$ cat config.mk
export PLATFORM = sky130hd
export DESIGN_NAME = vc2_trail_protection_switch
export DESIGN_NICKNAME = d
export VERILOG_FILES = /design/src/rtl/vc2_tps_pkg.sv /design/src/rtl/vc2_trail_protection_switch.sv
export VERILOG_INCLUDE_DIRS = /design/src /design/src/rtl
export SDC_FILE = /design/constraint.sdc
export NUM_CORES = 1
export LEC_CHECK = 0
export ABC_AREA = 1
export BUFFER_PORTS_ARGS = -buffer_cell sky130_fd_sc_hd__buf_2
export CAP_MARGIN = 20
export CORE_UTILIZATION = 45
export DETAILED_ROUTE_END_ITERATION = 12
export PLACE_DENSITY = 0.67
export SYNTH_ARGS = -nofsm -noshare
export SYNTH_HDL_FRONTEND = slang
export SYNTH_SLANG_ARGS = --single-unit
$ cat constraint.sdc
create_clock -name aclk -period 13.1 [get_ports aclk]
set_input_delay 2.62 -clock aclk [delete_from_list [all_inputs] [get_ports aclk]]
set_output_delay 2.62 -clock aclk [all_outputs]
set_load 0.005 [all_outputs]
$ cat src/rtl/vc2_tps_cfg.svh
// constants of the vc-2 1+1 bi-directional trail protection switch
// assumes a 250 MHz aclk and a 32-bit axi4-lite register port
// Summary of operation
// - selector picks working or protection for output
// - bridge copies normal input to both paths
// - config changes never disturb idle traffic
// - wait-to-restore set between five and twelve minutes
// - hold-off zero to ten seconds, 100 ms steps
// - revertive: barring, forced, manual to protection, clear
// - non-revertive: forced, manual per path, trial keeps selection, clear
// - fail and degrade per path, high priority
// - 1+1 bi-directional, aps on protection path only
// - termination source passes stream unchanged
// - trail fail forwarded; cause gated by enable
// - both paths down reports protected trail fail
// - aps multiplexed with data toward path layer
// - aps inserted only on the protection path
// - adaptation sink recovers data, clock, frame start
// - aps extracted with persistency, protection path only
`ifndef VC2_TPS_CFG_SVH
`define VC2_TPS_CFG_SVH
`define CLK_PERIOD_NS 4
`define HOLD_STEP_MS 100
`define HOLD_STEP_CYCLES ((`HOLD_STEP_MS * 1000000) / `CLK_PERIOD_NS)
`define HOLD_MAX_STEPS 7'h64
`define WTR_MIN_MINUTES 4'h5
`define WTR_MAX_MINUTES 4'hc
`define WTR_STEPS_PER_MIN 13'h258
`define SWITCH_TIME_MS 50
`define APS_PERSIST 2'h3
`define REG_CTRL 8'h00
`define REG_CMD 8'h04
`define REG_STATUS 8'h08
`define REG_IRQ_STATUS 8'h0c
`define REG_IRQ_MASK 8'h10
`define CTRL_REVERTIVE 0
`define CTRL_REPORT 1
`define CTRL_WTR_LSB 8
`define CTRL_HO_LSB 16
`define CTRL_RESET 32'h0000_0503
`define CTRL_MASK 32'h007f_0f03
`define CMD_PATH 4
`define IRQ_SWITCH 0
`define IRQ_TRAIL_FAIL 1
`define IRQ_APS 2
`define IRQ_REJECT 3
`define IRQ_WIDTH 4
`define RESP_OKAY 2'h0
`define RESP_SLVERR 2'h2
`endif

$ cat src/rtl/vc2_tps_pkg.sv
// types of the vc-2 1+1 bi-directional trail protection switch
// assumes nothing of its surroundings
`default_nettype none
package vc2_tps_pkg;
  // one stream item: data byte, frame start, frame clock strobe
  typedef struct packed {
    logic [7:0] data;
    logic fs;
    logic ck;
  } vc_stream_t;
  typedef enum logic [2:0] {
    clear_cmd = 3'b000,
    protection_barring_cmd = 3'b001,
    forced_switch_cmd = 3'b010,
    manual_switch_cmd = 3'b011,
    trial_run_cmd = 3'b100
  } ext_cmd_t;
  // ordered by priority, highest code wins
  typedef enum logic [3:0] {
    req_none = 4'h0,
    req_trial = 4'h1,
    req_wtr = 4'h2,
    req_manual = 4'h3,
    req_degrade = 4'h4,
    req_fail_work = 4'h5,
    req_forced = 4'h6,
    req_fail_prot = 4'h7,
    req_barring = 4'h8
  } req_t;
  typedef struct packed {
    req_t req;
    logic path;
  } aps_t;
endpackage : vc2_tps_pkg
`default_nettype wire

$ cat src/rtl/vc2_trail_protection_switch.sv
// vc-2 1+1 bi-directional trail protection: bridge, selector, termination, adaptation
// assumes streams and aps are synchronous to aclk; ck marks a frame clock tick
//
// The register addresses and the AXI4-Lite slave port were left to the implementer.
`include "vc2_tps_cfg.svh"
`default_nettype none
module vc2_trail_protection_switch #(
  parameter int unsigned STEP_CYCLES = `HOLD_STEP_CYCLES
) (
  // clock and reset
  input wire logic aclk,
  input wire logic aresetn,
  // axi4-lite slave
  input wire logic [7:0] s_axi_awaddr,
  input wire logic s_axi_awvalid,
  output var logic s_axi_awready,
  input wire logic [31:0] s_axi_wdata,
  input wire logic [3:0] s_axi_wstrb,
  input wire logic s_axi_wvalid,
  output var logic s_axi_wready,
  output var logic [1:0] s_axi_bresp,
  output var logic s_axi_bvalid,
  input wire logic s_axi_bready,
  input wire logic [7:0] s_axi_araddr,
  input wire logic s_axi_arvalid,
  output var logic s_axi_arready,
  output var logic [31:0] s_axi_rdata,
  output var logic [1:0] s_axi_rresp,
  output var logic s_axi_rvalid,
  input wire logic s_axi_rready,
  // normal side
  input wire vc2_tps_pkg::vc_stream_t normal_in,
  output var vc2_tps_pkg::vc_stream_t normal_out,
  output var logic normal_server_fail,
  // path layer access points, index 0 working, 1 protection
  output var vc2_tps_pkg::vc_stream_t working_out,
  output var vc2_tps_pkg::vc_stream_t protection_out,
  output var vc2_tps_pkg::aps_t protection_switch_signal_out,
  input wire vc2_tps_pkg::vc_stream_t working_in,
  input wire vc2_tps_pkg::vc_stream_t protection_in,
  input wire vc2_tps_pkg::aps_t protection_switch_signal_in,
  input wire logic [1:0] access_trail_signal_fail,
  input wire logic [1:0] access_trail_signal_degrade,
  // protected trail status and interrupt
  output var logic trail_fail_action,
  output var logic reported_server_fail_cause,
  output var logic irq
);

  function automatic logic [31:0] strb_merge(input logic [31:0] old, input logic [31:0] wd,
                                             input logic [3:0] strb);
    logic [31:0] res;
    res = old;
    for (int b = 0; b < 4; b++) begin
      if (strb[b]) begin
        res[b*8 +: 8] = wd[b*8 +: 8];
      end
    end
    return res;
  endfunction : strb_merge

  function automatic logic cmd_ok(input logic [2:0] code, input logic path, input logic rev);
    logic ok;
    ok = 1'b0;
    unique case (code)
      3'b000, 3'b001: ok = 1'b1;
      3'b010, 3'b011: ok = rev ? path : 1'b1;
      3'b100: ok = !rev;
      default: ok = 1'b0;
    endcase
    return ok;
  endfunction : cmd_ok

  // register state
  logic [31:0] ctrl;
  logic [`IRQ_WIDTH-1:0] irq_status;
  logic [`IRQ_WIDTH-1:0] irq_mask;
  vc2_tps_pkg::ext_cmd_t active_cmd;
  logic cmd_path;
  logic cmd_reject;

  // axi write channel holding
  logic aw_held;
  logic w_held;
  logic [7:0] wr_addr;
  logic [31:0] wr_data;
  logic [3:0] wr_strb;
  logic do_write;
  logic do_read;
  logic rd_clear;

  // protection state
  logic [1:0] server_fail_action;
  logic [1:0] server_degrade_action;
  logic [24:0] step_cnt;
  logic step_tick;
  logic [6:0] ho_cnt [2];
  logic [12:0] wtr_cnt;
  logic sel;
  vc2_tps_pkg::req_t local_req;
  vc2_tps_pkg::aps_t remote_aps;
  vc2_tps_pkg::aps_t aps_cand;
  logic [1:0] aps_rep;
  logic aps_event;
  vc2_tps_pkg::req_t next_req;
  logic next_path;
  logic next_sel;
  logic next_trail_fail;

  // configuration decode, clamped to the supported ranges
  logic revertive;
  logic [3:0] wtr_min;
  logic [6:0] ho_steps;
  logic [12:0] wtr_limit;
  logic [1:0] sf_eff;
  logic [1:0] sd_eff;

  assign revertive = ctrl[`CTRL_REVERTIVE];
  assign wtr_min = (ctrl[`CTRL_WTR_LSB +: 4] < `WTR_MIN_MINUTES) ? `WTR_MIN_MINUTES :
                   (ctrl[`CTRL_WTR_LSB +: 4] > `WTR_MAX_MINUTES) ? `WTR_MAX_MINUTES :
                   ctrl[`CTRL_WTR_LSB +: 4];
  assign ho_steps = (ctrl[`CTRL_HO_LSB +: 7] > `HOLD_MAX_STEPS) ? `HOLD_MAX_STEPS :
                    ctrl[`CTRL_HO_LSB +: 7];
  assign wtr_limit = 13'(13'(wtr_min) * `WTR_STEPS_PER_MIN);

  assign do_write = aw_held && w_held && !s_axi_bvalid;
  assign do_read = s_axi_arvalid && s_axi_arready;
  assign rd_clear = do_read && (s_axi_araddr == `REG_IRQ_STATUS);

  // write address and data are taken in either order
  always_ff @(posedge aclk) begin
    if (!aresetn) begin
      aw_held <= 1'b0;
      w_held <= 1'b0;
      wr_addr <= 8'h00;
      wr_data <= 32'h0000_0000;
      wr_strb <= 4'h0;
      s_axi_awready <= 1'b1;
      s_axi_wready <= 1'b1;
      s_axi_bvalid <= 1'b0;
      s_axi_bresp <= `RESP_OKAY;
    end else begin
      if (s_axi_awvalid && s_axi_awready) begin
        aw_held <= 1'b1;
        wr_addr <= s_axi_awaddr;
        s_axi_awready <= 1'b0;
      end
      if (s_axi_wvalid && s_axi_wready) begin
        w_held <= 1'b1;
        wr_data <= s_axi_wdata;
        wr_strb <= s_axi_wstrb;
        s_axi_wready <= 1'b0;
      end
      if (do_write) begin
        aw_held <= 1'b0;
        w_held <= 1'b0;
        s_axi_bvalid <= 1'b1;
        unique case (wr_addr)
          `REG_CTRL, `REG_CMD, `REG_STATUS, `REG_IRQ_STATUS, `REG_IRQ_MASK: begin
            s_axi_bresp <= `RESP_OKAY;
          end
          default: s_axi_bresp <= `RESP_SLVERR;
        endcase
      end
      if (s_axi_bvalid && s_axi_bready) begin
        s_axi_bvalid <= 1'b0;
        s_axi_awready <= 1'b1;
        s_axi_wready <= 1'b1;
      end
    end
  end

  // read channel
  always_ff @(posedge aclk) begin
    if (!aresetn) begin
      s_axi_arready <= 1'b1;
      s_axi_rvalid <= 1'b0;
      s_axi_rdata <= 32'h0000_0000;
      s_axi_rresp <= `RESP_OKAY;
    end else begin
      if (do_read) begin
        s_axi_arready <= 1'b0;
        s_axi_rvalid <= 1'b1;
        s_axi_rresp <= `RESP_OKAY;
        unique case (s_axi_araddr)
          `REG_CTRL: s_axi_rdata <= ctrl;
          `REG_CMD: s_axi_rdata <= {27'h0, cmd_path, 1'b0, active_cmd};
          `REG_STATUS: begin
            s_axi_rdata <= {4'h0, remote_aps.req, 6'h0, reported_server_fail_cause,
                            trail_fail_action, server_degrade_action, server_fail_action,
                            3'h0, remote_aps.path, local_req, 3'h0, sel};
          end
          `REG_IRQ_STATUS: s_axi_rdata <= {28'h0, irq_status};
          `REG_IRQ_MASK: s_axi_rdata <= {28'h0, irq_mask};
          default: begin
            s_axi_rdata <= 32'h0000_0000;
            s_axi_rresp <= `RESP_SLVERR;
          end
        endcase
      end
      if (s_axi_rvalid && s_axi_rready) begin
        s_axi_rvalid <= 1'b0;
        s_axi_arready <= 1'b1;
      end
    end
  end

  // configuration; only timers, priorities, command checks and the cause report read it, never the data path
  always_ff @(posedge aclk) begin
    if (!aresetn) begin
      ctrl <= `CTRL_RESET;
      irq_mask <= 4'h0;
    end else if (do_write) begin
      if (wr_addr == `REG_CTRL) begin
        ctrl <= strb_merge(ctrl, wr_data, wr_strb) & `CTRL_MASK;
      end
      if (wr_addr == `REG_IRQ_MASK) begin
        irq_mask <= 4'(strb_merge({28'h0, irq_mask}, wr_data, wr_strb));
      end
    end
  end

  // external commands, checked against the operation type
  always_ff @(posedge aclk) begin
    if (!aresetn) begin
      active_cmd <= vc2_tps_pkg::clear_cmd;
      cmd_path <= 1'b0;
      cmd_reject <= 1'b0;
    end else begin
      cmd_reject <= 1'b0;
      if (do_write && wr_addr == `REG_CMD && wr_strb[0]) begin
        if (cmd_ok(wr_data[2:0], wr_data[`CMD_PATH], revertive)) begin
          active_cmd <= vc2_tps_pkg::ext_cmd_t'(wr_data[2:0]);
          cmd_path <= wr_data[`CMD_PATH];
        end else begin
          cmd_reject <= 1'b1;
        end
      end else if (revertive && active_cmd == vc2_tps_pkg::trial_run_cmd) begin
        active_cmd <= vc2_tps_pkg::clear_cmd;
      end
    end
  end

  // adaptation sink: access trail conditions become server conditions
  always_ff @(posedge aclk) begin
    if (!aresetn) begin
      server_fail_action <= 2'b00;
      server_degrade_action <= 2'b00;
    end else begin
      server_fail_action <= access_trail_signal_fail;
      server_degrade_action <= access_trail_signal_degrade;
    end
  end

  // 100 ms step for hold-off and wait-to-restore
  assign step_tick = (step_cnt == 25'(STEP_CYCLES - 1));
  always_ff @(posedge aclk) begin
    if (!aresetn) begin
      step_cnt <= 25'h0;
    end else begin
      step_cnt <= step_tick ? 25'h0 : step_cnt + 25'h1;
    end
  end

  // hold-off per path before a new condition counts
  always_ff @(posedge aclk) begin
    if (!aresetn) begin
      ho_cnt[0] <= 7'h00;
      ho_cnt[1] <= 7'h00;
    end else begin
      for (int i = 0; i < 2; i++) begin
        if (!(server_fail_action[i] || server_degrade_action[i])) begin
          ho_cnt[i] <= 7'h00;
        end else if (step_tick && ho_cnt[i] < ho_steps) begin
          ho_cnt[i] <= ho_cnt[i] + 7'h01;
        end
      end
    end
  end

  always_comb begin
    for (int i = 0; i < 2; i++) begin
      sf_eff[i] = server_fail_action[i] && (ho_cnt[i] >= ho_steps);
      sd_eff[i] = server_degrade_action[i] && (ho_cnt[i] >= ho_steps);
    end
  end

  // local request, highest priority first
  always_comb begin
    next_req = vc2_tps_pkg::req_none;
    next_path = sel;
    if (active_cmd == vc2_tps_pkg::protection_barring_cmd) begin
      next_req = vc2_tps_pkg::req_barring;
      next_path = 1'b0;
    end else if (sf_eff[1]) begin
      next_req = vc2_tps_pkg::req_fail_prot;
      next_path = 1'b0;
    end else if (active_cmd == vc2_tps_pkg::forced_switch_cmd) begin
      next_req = vc2_tps_pkg::req_forced;
      next_path = cmd_path;
    end else if (sf_eff[0]) begin
      next_req = vc2_tps_pkg::req_fail_work;
      next_path = 1'b1;
    end else if (sd_eff[0] != sd_eff[1]) begin
      next_req = vc2_tps_pkg::req_degrade;
      next_path = sd_eff[0];
    end else if (active_cmd == vc2_tps_pkg::manual_switch_cmd) begin
      next_req = vc2_tps_pkg::req_manual;
      next_path = cmd_path;
    end else if (revertive && sel) begin
      next_req = (wtr_cnt >= wtr_limit) ? vc2_tps_pkg::req_none : vc2_tps_pkg::req_wtr;
      next_path = (wtr_cnt < wtr_limit);
    end else if (active_cmd == vc2_tps_pkg::trial_run_cmd) begin
      next_req = vc2_tps_pkg::req_trial;
      next_path = sel;
    end
  end

  // a stronger far-end request steers both ends the same way
  assign next_sel = (remote_aps.req > next_req) ? remote_aps.path : next_path;
  assign next_trail_fail = (next_sel ? server_fail_action[1] : server_fail_action[0]) ||
                           (&server_fail_action);

  // wait-to-restore runs only while waiting to go back to working
  always_ff @(posedge aclk) begin
    if (!aresetn) begin
      wtr_cnt <= 13'h0;
    end else if (next_req != vc2_tps_pkg::req_wtr) begin
      wtr_cnt <= 13'h0;
    end else if (step_tick && wtr_cnt < wtr_limit) begin
      wtr_cnt <= wtr_cnt + 13'h1;
    end
  end

  // selector state, acted on one cycle after the condition is effective
  always_ff @(posedge aclk) begin
    if (!aresetn) begin
      sel <= 1'b0;
      local_req <= vc2_tps_pkg::req_none;
    end else begin
      sel <= next_sel;
      local_req <= next_req;
    end
  end

  // far-end aps, protection path only, accepted after repeated frames
  always_ff @(posedge aclk) begin
    if (!aresetn) begin
      remote_aps <= '{req: vc2_tps_pkg::req_none, path: 1'b0};
      aps_cand <= '{req: vc2_tps_pkg::req_none, path: 1'b0};
      aps_rep <= 2'h0;
      aps_event <= 1'b0;
    end else begin
      aps_event <= 1'b0;
      if (protection_in.fs && protection_in.ck) begin
        if (protection_switch_signal_in != aps_cand) begin
          aps_cand <= protection_switch_signal_in;
          aps_rep <= 2'h1;
        end else if (aps_rep < `APS_PERSIST) begin
          aps_rep <= aps_rep + 2'h1;
          if (aps_rep + 2'h1 == `APS_PERSIST && aps_cand != remote_aps) begin
            remote_aps <= aps_cand;
            aps_event <= 1'b1;
          end
        end
      end
    end
  end

  // bridge, selector output and adaptation source
  always_ff @(posedge aclk) begin
    if (!aresetn) begin
      working_out <= '0;
      protection_out <= '0;
      normal_out <= '0;
      protection_switch_signal_out <= '{req: vc2_tps_pkg::req_none, path: 1'b0};
    end else begin
      working_out <= normal_in;
      protection_out <= normal_in;
      protection_switch_signal_out <= '{req: next_req, path: next_sel};
      normal_out <= next_sel ? protection_in : working_in;
    end
  end

  // protection trail termination sink
  always_ff @(posedge aclk) begin
    if (!aresetn) begin
      trail_fail_action <= 1'b0;
      normal_server_fail <= 1'b0;
      reported_server_fail_cause <= 1'b0;
    end else begin
      trail_fail_action <= next_trail_fail;
      normal_server_fail <= next_trail_fail;
      reported_server_fail_cause <= next_trail_fail && ctrl[`CTRL_REPORT];
    end
  end

  // sticky events, set wins over the clearing read
  always_ff @(posedge aclk) begin
    if (!aresetn) begin
      irq_status <= 4'h0;
      irq <= 1'b0;
    end else begin
      irq_status <= (rd_clear ? 4'h0 : irq_status) |
                    {cmd_reject, aps_event, next_trail_fail && !trail_fail_action,
                     next_sel != sel};
      irq <= |(((rd_clear ? 4'h0 : irq_status) |
                {cmd_reject, aps_event, next_trail_fail && !trail_fail_action,
                 next_sel != sel}) & irq_mask);
    end
  end

endmodule : vc2_trail_protection_switch
`default_nettype wire

==> impl_metrics.env, run 1 <==
export IMPL_grt_setup_unrepaired="false"
export IMPL_place_congestion=0.840
export IMPL_synth_top_family_by_area="simple AND/OR/NAND/NOR gates"
export IMPL_timing_hold_ws_ns=0.456
export IMPL_maxSlewHeadroom_pct=31.7
export IMPL_cap_violations=0
export IMPL_synth_compound_area_share_pct=13.8
export IMPL_wl_met3_um=893
export IMPL_stdcell_count=1615
export IMPL_fin_nets=1481
export IMPL_synthArstFlopShare_pct=0
export IMPL_cpMostUsedCell="nand2_1"
export IMPL_syn_avg_cell_area_um2=7.48
export IMPL_netlist_instances=1203
export IMPL_final_util_pct=53.8
export IMPL_place_ws_ns=7.24
export IMPL_cts_tree="done"
export IMPL_max_freq_ghz=0.172
export IMPL_synthMuxAreaShare_pct=0
export IMPL_synth_simple_gate_area_share_pct=24.3
export IMPL_max_stage_delay_ns=0.49
export IMPL_antennaDiodeCount=0
export IMPL_placed_area_um2=9890
export IMPL_p_per_area_nw_per_um2=122
export IMPL_synth_edf_count=14
export IMPL_syn_area_um2=8990
export IMPL_cts_num_sinks=186
export IMPL_fin_crit_sh_pct=44.5
export IMPL_cts_inserted_buffers=17
export IMPL_wirelength_um=20400
export IMPL_routedWlPerCell_um=12.6
export IMPL_clock_latency_ns=0.44
export IMPL_dr_pass1_iters=5
export IMPL_min_delay_start="w_held"
export IMPL_critPathRequiredTime_ns=13.43
export IMPL_first_iter_violations=337
export IMPL_wl_met2_um=9060
export IMPL_initial_core_util_pct=46.1
export IMPL_core_um2=19500
export IMPL_num_io_pins=178
export IMPL_drive_above_1_share_pct=16.7
export IMPL_vdd_drop_max_mv=0.0828
export IMPL_worstSetupStartpoint="ctrl[11]"
export IMPL_viasPerCell=4.89
export IMPL_cp_data_arrival_time_ns=6.16
export IMPL_ys_ff_latch=186
export IMPL_grt_use_total_pct=20.3
export IMPL_die_w_um=143
export IMPL_antenna_found_initial=0
export IMPL_hp_class="register to register"
export IMPL_wl_met1_um=10100
export IMPL_rows=51
export IMPL_route_detailed_drc=0
export IMPL_finalPower_mw=1.28
export IMPL_min_period_ns=5.83
export IMPL_cts_hold_buf=0
export IMPL_regToRegSetupSlack_ns=7.27
export IMPL_finalWorstSetupSlack_ns=7.27
export IMPL_antenna_left=0
export IMPL_clockBufferDepth=2
export IMPL_critPathCaptureType="register"
export IMPL_clk_pin_slew_ns=0.08
export IMPL_vias=7891
export IMPL_finalSetupViolCount=0
export IMPL_tightest_slew_ns=1.02
export IMPL_die_h_um=143
export IMPL_cts_resized_gates=0
export IMPL_dp_hpwl_um=15100
export IMPL_status="finished clean"
export IMPL_clock_skew_final_ns=0.0123
export IMPL_crit_path_max_fanout=13
export IMPL_grt_pass1_vias=7032
export IMPL_synth_top_flop_cell="dfxtp_1"
export IMPL_synth_xor_area_share_pct=2.34
export IMPL_port_buffers=153
export IMPL_critPathSlowestCell="fa_1"
export IMPL_fin_area_um2=10500
export IMPL_synth_seq_area_share_pct=43.0
export IMPL_root_buffer="clkbuf_16"
export IMPL_ys_types=52
export IMPL_leakagePower_nw=4.80
export IMPL_hold_violations=0
export IMPL_grt_max_degree=95
export IMPL_cts_max_level=4
export IMPL_yosysWarnings=0
export IMPL_cts_setup_buffers=0
export IMPL_crit_path_start_kind="register"
export IMPL_report_final_slew_viol_count=0
export IMPL_area_growth_pct=16.7
export IMPL_tns_ns=0
export IMPL_die_area_um2=20600
export IMPL_synthAdderAreaFrac_pct=6.48
export IMPL_post_place_cells=1582
export IMPL_grt_pass1_wl_um=33000
export IMPL_r2r_start="ctrl[11]"
export IMPL_crit_type="register to register"
export IMPL_top_layer="met4"
export IMPL_grt_overflow=0
worst paths after layout:
| path | to | cells after the start |
|---|---|---|
| max | normal_out[9] | 36 |
| min | w_held | 2 |
| max reg2reg | normal_out[9] | 36 |
| min reg2reg | w_held | 2 |
cell families (layout without fill, tap and decap cells):
group	Yosys count	after routing
and+or+nand+nor	492	492
AOI/OAI and AO/OA	233	233
buffers and inverters	221	362
DFF	186	186
adders and majority gates	46	46
xor gates and xnor gates	24	24
other	1	7
critical path, delay by kind of cell (launching register included):
kind,cells,cell delay [ns]
simple gates,17,1.93
fa+ha+maj,4,1.26
compound gates,7,1.18
buf+inv,7,0.77
flops,1,0.40
xor+xnor,1,0.18
where the power goes:
group	leakage [nW]	internal, mW	switching [mW]
Combinational	2.94	0.0511	0.0779
Sequential	1.56	0.601	0.0175
Clock	0.291	0.289	0.242
Total	4.80	0.941	0.337
area by class of cell:
cell class	count	area, µm²
Inverter	171	642
Multi-Input combinational cell	802	4250
Tap cell	265	332
Fill cell	1885	9030
Sequential cell	186	3860
Clock buffer	17	425
Timing Repair Buffer	159	811
Clock inverter	15	179
per-layer routing:
metal | track usage [%] | vias up
met5 | 0 | -
met3 | 3.17 | 24
met4 | 6.89 | 0
li1 | - | 4148
met2 | 32.4 | 177
met1 | 27.7 | 3542
cell usage in the layout (no fill, tap or decap), types with 3 or more instances in the layout:
master and instances:
nand3_1 44, nor3_2 3, nor3b_1 8, dfxtp_1 172, or2_2 6, a21oi_1 103, buf_4 6, o22ai_1 6
nor4_1 8, clkinv_1 3, nand2_2 4, o211ai_1 5, o21a_1 4, nor2_4 5, nor2_1 144, and3_1 4
buf_2 153, nor3_1 26, o21ai_0 102, nand4_1 12, nor2_2 5, xor2_1 16, inv_1 165, nand2_1 212
xnor2_1 8, ha_1 45, conb_1 7, inv_6 7, edfxtp_1 14, clkbuf_16 17, inv_2 3
synth_stat cells (3+ instances only):
library cell	instances	area share (%)
xor2_1	16	1.6
nand4_1	12	0.83
ha_1	45	6.3
nor3_2	3	0.33
o21ai_0	102	5.7
xnor2_1	8	0.78
buf_1	3	0.13
inv_1	165	6.9
o21a_1	4	0.33
nor4_1	8	0.56
nor3_1	26	1.4
and3_1	4	0.28
nand2_2	4	0.28
nor2_4	5	0.63
nor2_1	144	6.0
nor2_2	5	0.35
nand2_1	212	8.8
inv_2	3	0.13
o211ai_1	5	0.42
buf_4	20	1.7
o22ai_1	6	0.42
clkinv_1	3	0.13
nand3_1	44	2.4
dfxtp_1	172	38
a21oi_1	103	5.7
clkbuf_1	25	1.0
nor3b_1	8	0.67
or2_2	6	0.42
edfxtp_1	14	4.7
registers in the layout (all words and copies together), names as in the netlist, 2 cells and up:
| signal | flops |
|---|---|
| remote_aps | 5 |
| wr_strb | 3 |
| server_fail_action | 2 |
| wr_data | 16 |
| protection_switch_signal_out | 5 |
| irq_status | 4 |
| step_cnt | 25 |
| s_axi_rdata | 27 |
| server_degrade_action | 2 |
| ho_cnt | 14 |
| normal_out | 10 |
| wtr_cnt | 13 |
| aps_cand | 5 |
| wr_addr | 8 |
| aps_rep | 2 |
| protection_out | 10 |
| active_cmd | 3 |
| irq_mask | 4 |
| ctrl | 13 |
Note: power is estimated with default switching activity, not from simulation.
==> inputs of run 2 (changes only) <==
- clock period: 13.1 -> 6 ns (I/O delays scaled with it)
==> impl_metrics.env, run 2 (synthesis gave the netlist of run 1 again) <==
export IMPL_cts_setup_buffers=0
export IMPL_clk_pin_slew_ns=0.08
export IMPL_clockBufferDepth=2
export IMPL_path_delay_family="simple AND/OR/NAND/NOR gates"
export IMPL_top_layer="met4"
export IMPL_port_buffers=153
export IMPL_route_detailed_drc=0
export IMPL_rows=51
export IMPL_root_buffer="clkbuf_16"
export IMPL_fillers=1893
export IMPL_leakagePower_nw=4.82
export IMPL_final_common_cell="nand2_1"
export IMPL_viasPerCell=4.89
export IMPL_wl_met3_um=1050
export IMPL_place_congestion=0.849
export IMPL_crit_path_max_fanout=11
export IMPL_finalSetupViolCount=0
export IMPL_report_final_slew_viol_count=0
export IMPL_post_place_cells=1585
export IMPL_maxSlewHeadroom_pct=34.2
export IMPL_clock_latency_ns=0.44
export IMPL_area_growth_pct=17.1
export IMPL_reg_top3="s_axi_rdata: 27 flops, step_cnt: 25 flops, wr_data: 16 flops"
export IMPL_wirelength_um=20400
export IMPL_num_io_pins=178
export IMPL_routedWlPerCell_um=12.6
export IMPL_cp_num_buf_inv=6
export IMPL_regArea_um2=3860
export IMPL_max_stage_delay_ns=0.49
export IMPL_crit_type="register to register"
export IMPL_fin_nets=1484
export IMPL_cts_hold_buf=0
export IMPL_timing_hold_ws_ns=0.455
export IMPL_dp_hpwl_um=15300
export IMPL_first_iter_violations=392
export IMPL_critPathRequiredTime_ns=6.38
export IMPL_core_um2=19500
export IMPL_wl_met2_um=9120
export IMPL_wl_met1_um=9920
export IMPL_cts_max_level=4
export IMPL_crit_path_start_kind="register"
export IMPL_place_ws_ns=0.607
export IMPL_p_per_area_nw_per_um2=266
export IMPL_hp_class="register to register"
export IMPL_die_w_um=143
export IMPL_stdcell_count=1619
export IMPL_grt_pass1_wl_um=33100
export IMPL_initial_core_util_pct=46.1
export IMPL_vias=7909
export IMPL_cts_inserted_buffers=17
export IMPL_tns_ns=0
export IMPL_fin_crit_sh_pct=89.8
export IMPL_finalWorstSetupSlack_ns=0.612
export IMPL_die_h_um=143
export IMPL_grt_max_degree=107
export IMPL_cts_resized_gates=0
export IMPL_placed_area_um2=9910
export IMPL_tightest_slew_ns=0.976
export IMPL_antenna_found_initial=0
export IMPL_vdd_drop_max_mv=0.205
export IMPL_drive_above_1_share_pct=16.8
export IMPL_grt_use_total_pct=20.5
export IMPL_cap_violations=0
export IMPL_critPathCaptureType="register"
export IMPL_fin_area_um2=10500
export IMPL_max_freq_ghz=0.186
export IMPL_layout_common_cells="212 x nand2_1, 172 x dfxtp_1, 165 x inv_1"
export IMPL_grt_pass1_vias=6977
export IMPL_min_period_ns=5.39
export IMPL_die_area_um2=20600
export IMPL_cts_tree="done"
export IMPL_multi_input_area_um2=4250
export IMPL_largest_reg_flops=27
export IMPL_clock_skew_final_ns=0.0138
export IMPL_dr_pass1_iters=5
export IMPL_status="finished clean"
export IMPL_cpMostUsedCell="nand2_1"
export IMPL_grt_setup_unrepaired="false"
export IMPL_largest_register="s_axi_rdata"
export IMPL_antenna_left=0
export IMPL_critPathSlowestCell="fa_1"
export IMPL_hold_violations=0
export IMPL_grt_overflow=0
export IMPL_cp_data_arrival_time_ns=5.77
export IMPL_cts_num_sinks=186
-- run 2: changes by cell type in the layout (fill, tap and decap cells not counted), sizes merged --
cell,previous run,this run
buf,159,161
clkbuf,17,21
clkinvlp,2,1
diode,0,1
inv,177,175
-- run 2: final timing paths --
check        slack [ns]        start  depth (start not counted)       endpoint
max reg2reg        0.61     ctrl[11]                         37  normal_out[6]
max                0.61     ctrl[11]                         37  normal_out[6]
min                0.46  wr_data[21]                          2       ctrl[21]
min reg2reg        0.46  wr_data[21]                          2       ctrl[21]
-- run 2: cell type report --
cell class	instances	area share, %
Multi-Input combinational cell	802	40.3
Timing Repair Buffer	162	7.94
Tap cell	265	3.15
Sequential cell	186	36.7
Antenna cell	1	0.0238
Inverter	171	6.10
Clock buffer	20	4.34
Clock inverter	12	1.44
-- run 2: worst reg2reg max path, delay by kind of cell, from the launching register on --
family | cells | cell delay (ns)
DFF | 1 | 0.39
adders and majority gates | 5 | 1.46
xor gates and xnor gates | 1 | 0.17
and+or+nand+nor | 19 | 1.91
buffers and inverters | 6 | 0.61
AOI/OAI and AO/OA | 6 | 0.83
-- run 2: per-stage QoR --
stage	utilization (%)	total power, mW
2_1_floorplan	-	1.56
5_1_grt	53.9	2.93
3_3_place_gp	50.8	1.66
4_1_cts	53.9	2.83
6_report	53.9	2.80
3_5_place_dp	50.8	1.67
-- run 2: layer usage --
layer  vias up  global-route usage, %
met4         0                   6.49
li1       4165                      -
met2       181                   32.5
met5         -                      0
met3        25                   4.20
met1      3538                   27.8
-- run 2: power by group --
part / switching [mW] / internal (mW)
Combinational: 0.172 / 0.114
Sequential: 0.0380 / 1.31
Clock: 0.510 / 0.650
Total: 0.720 / 2.08
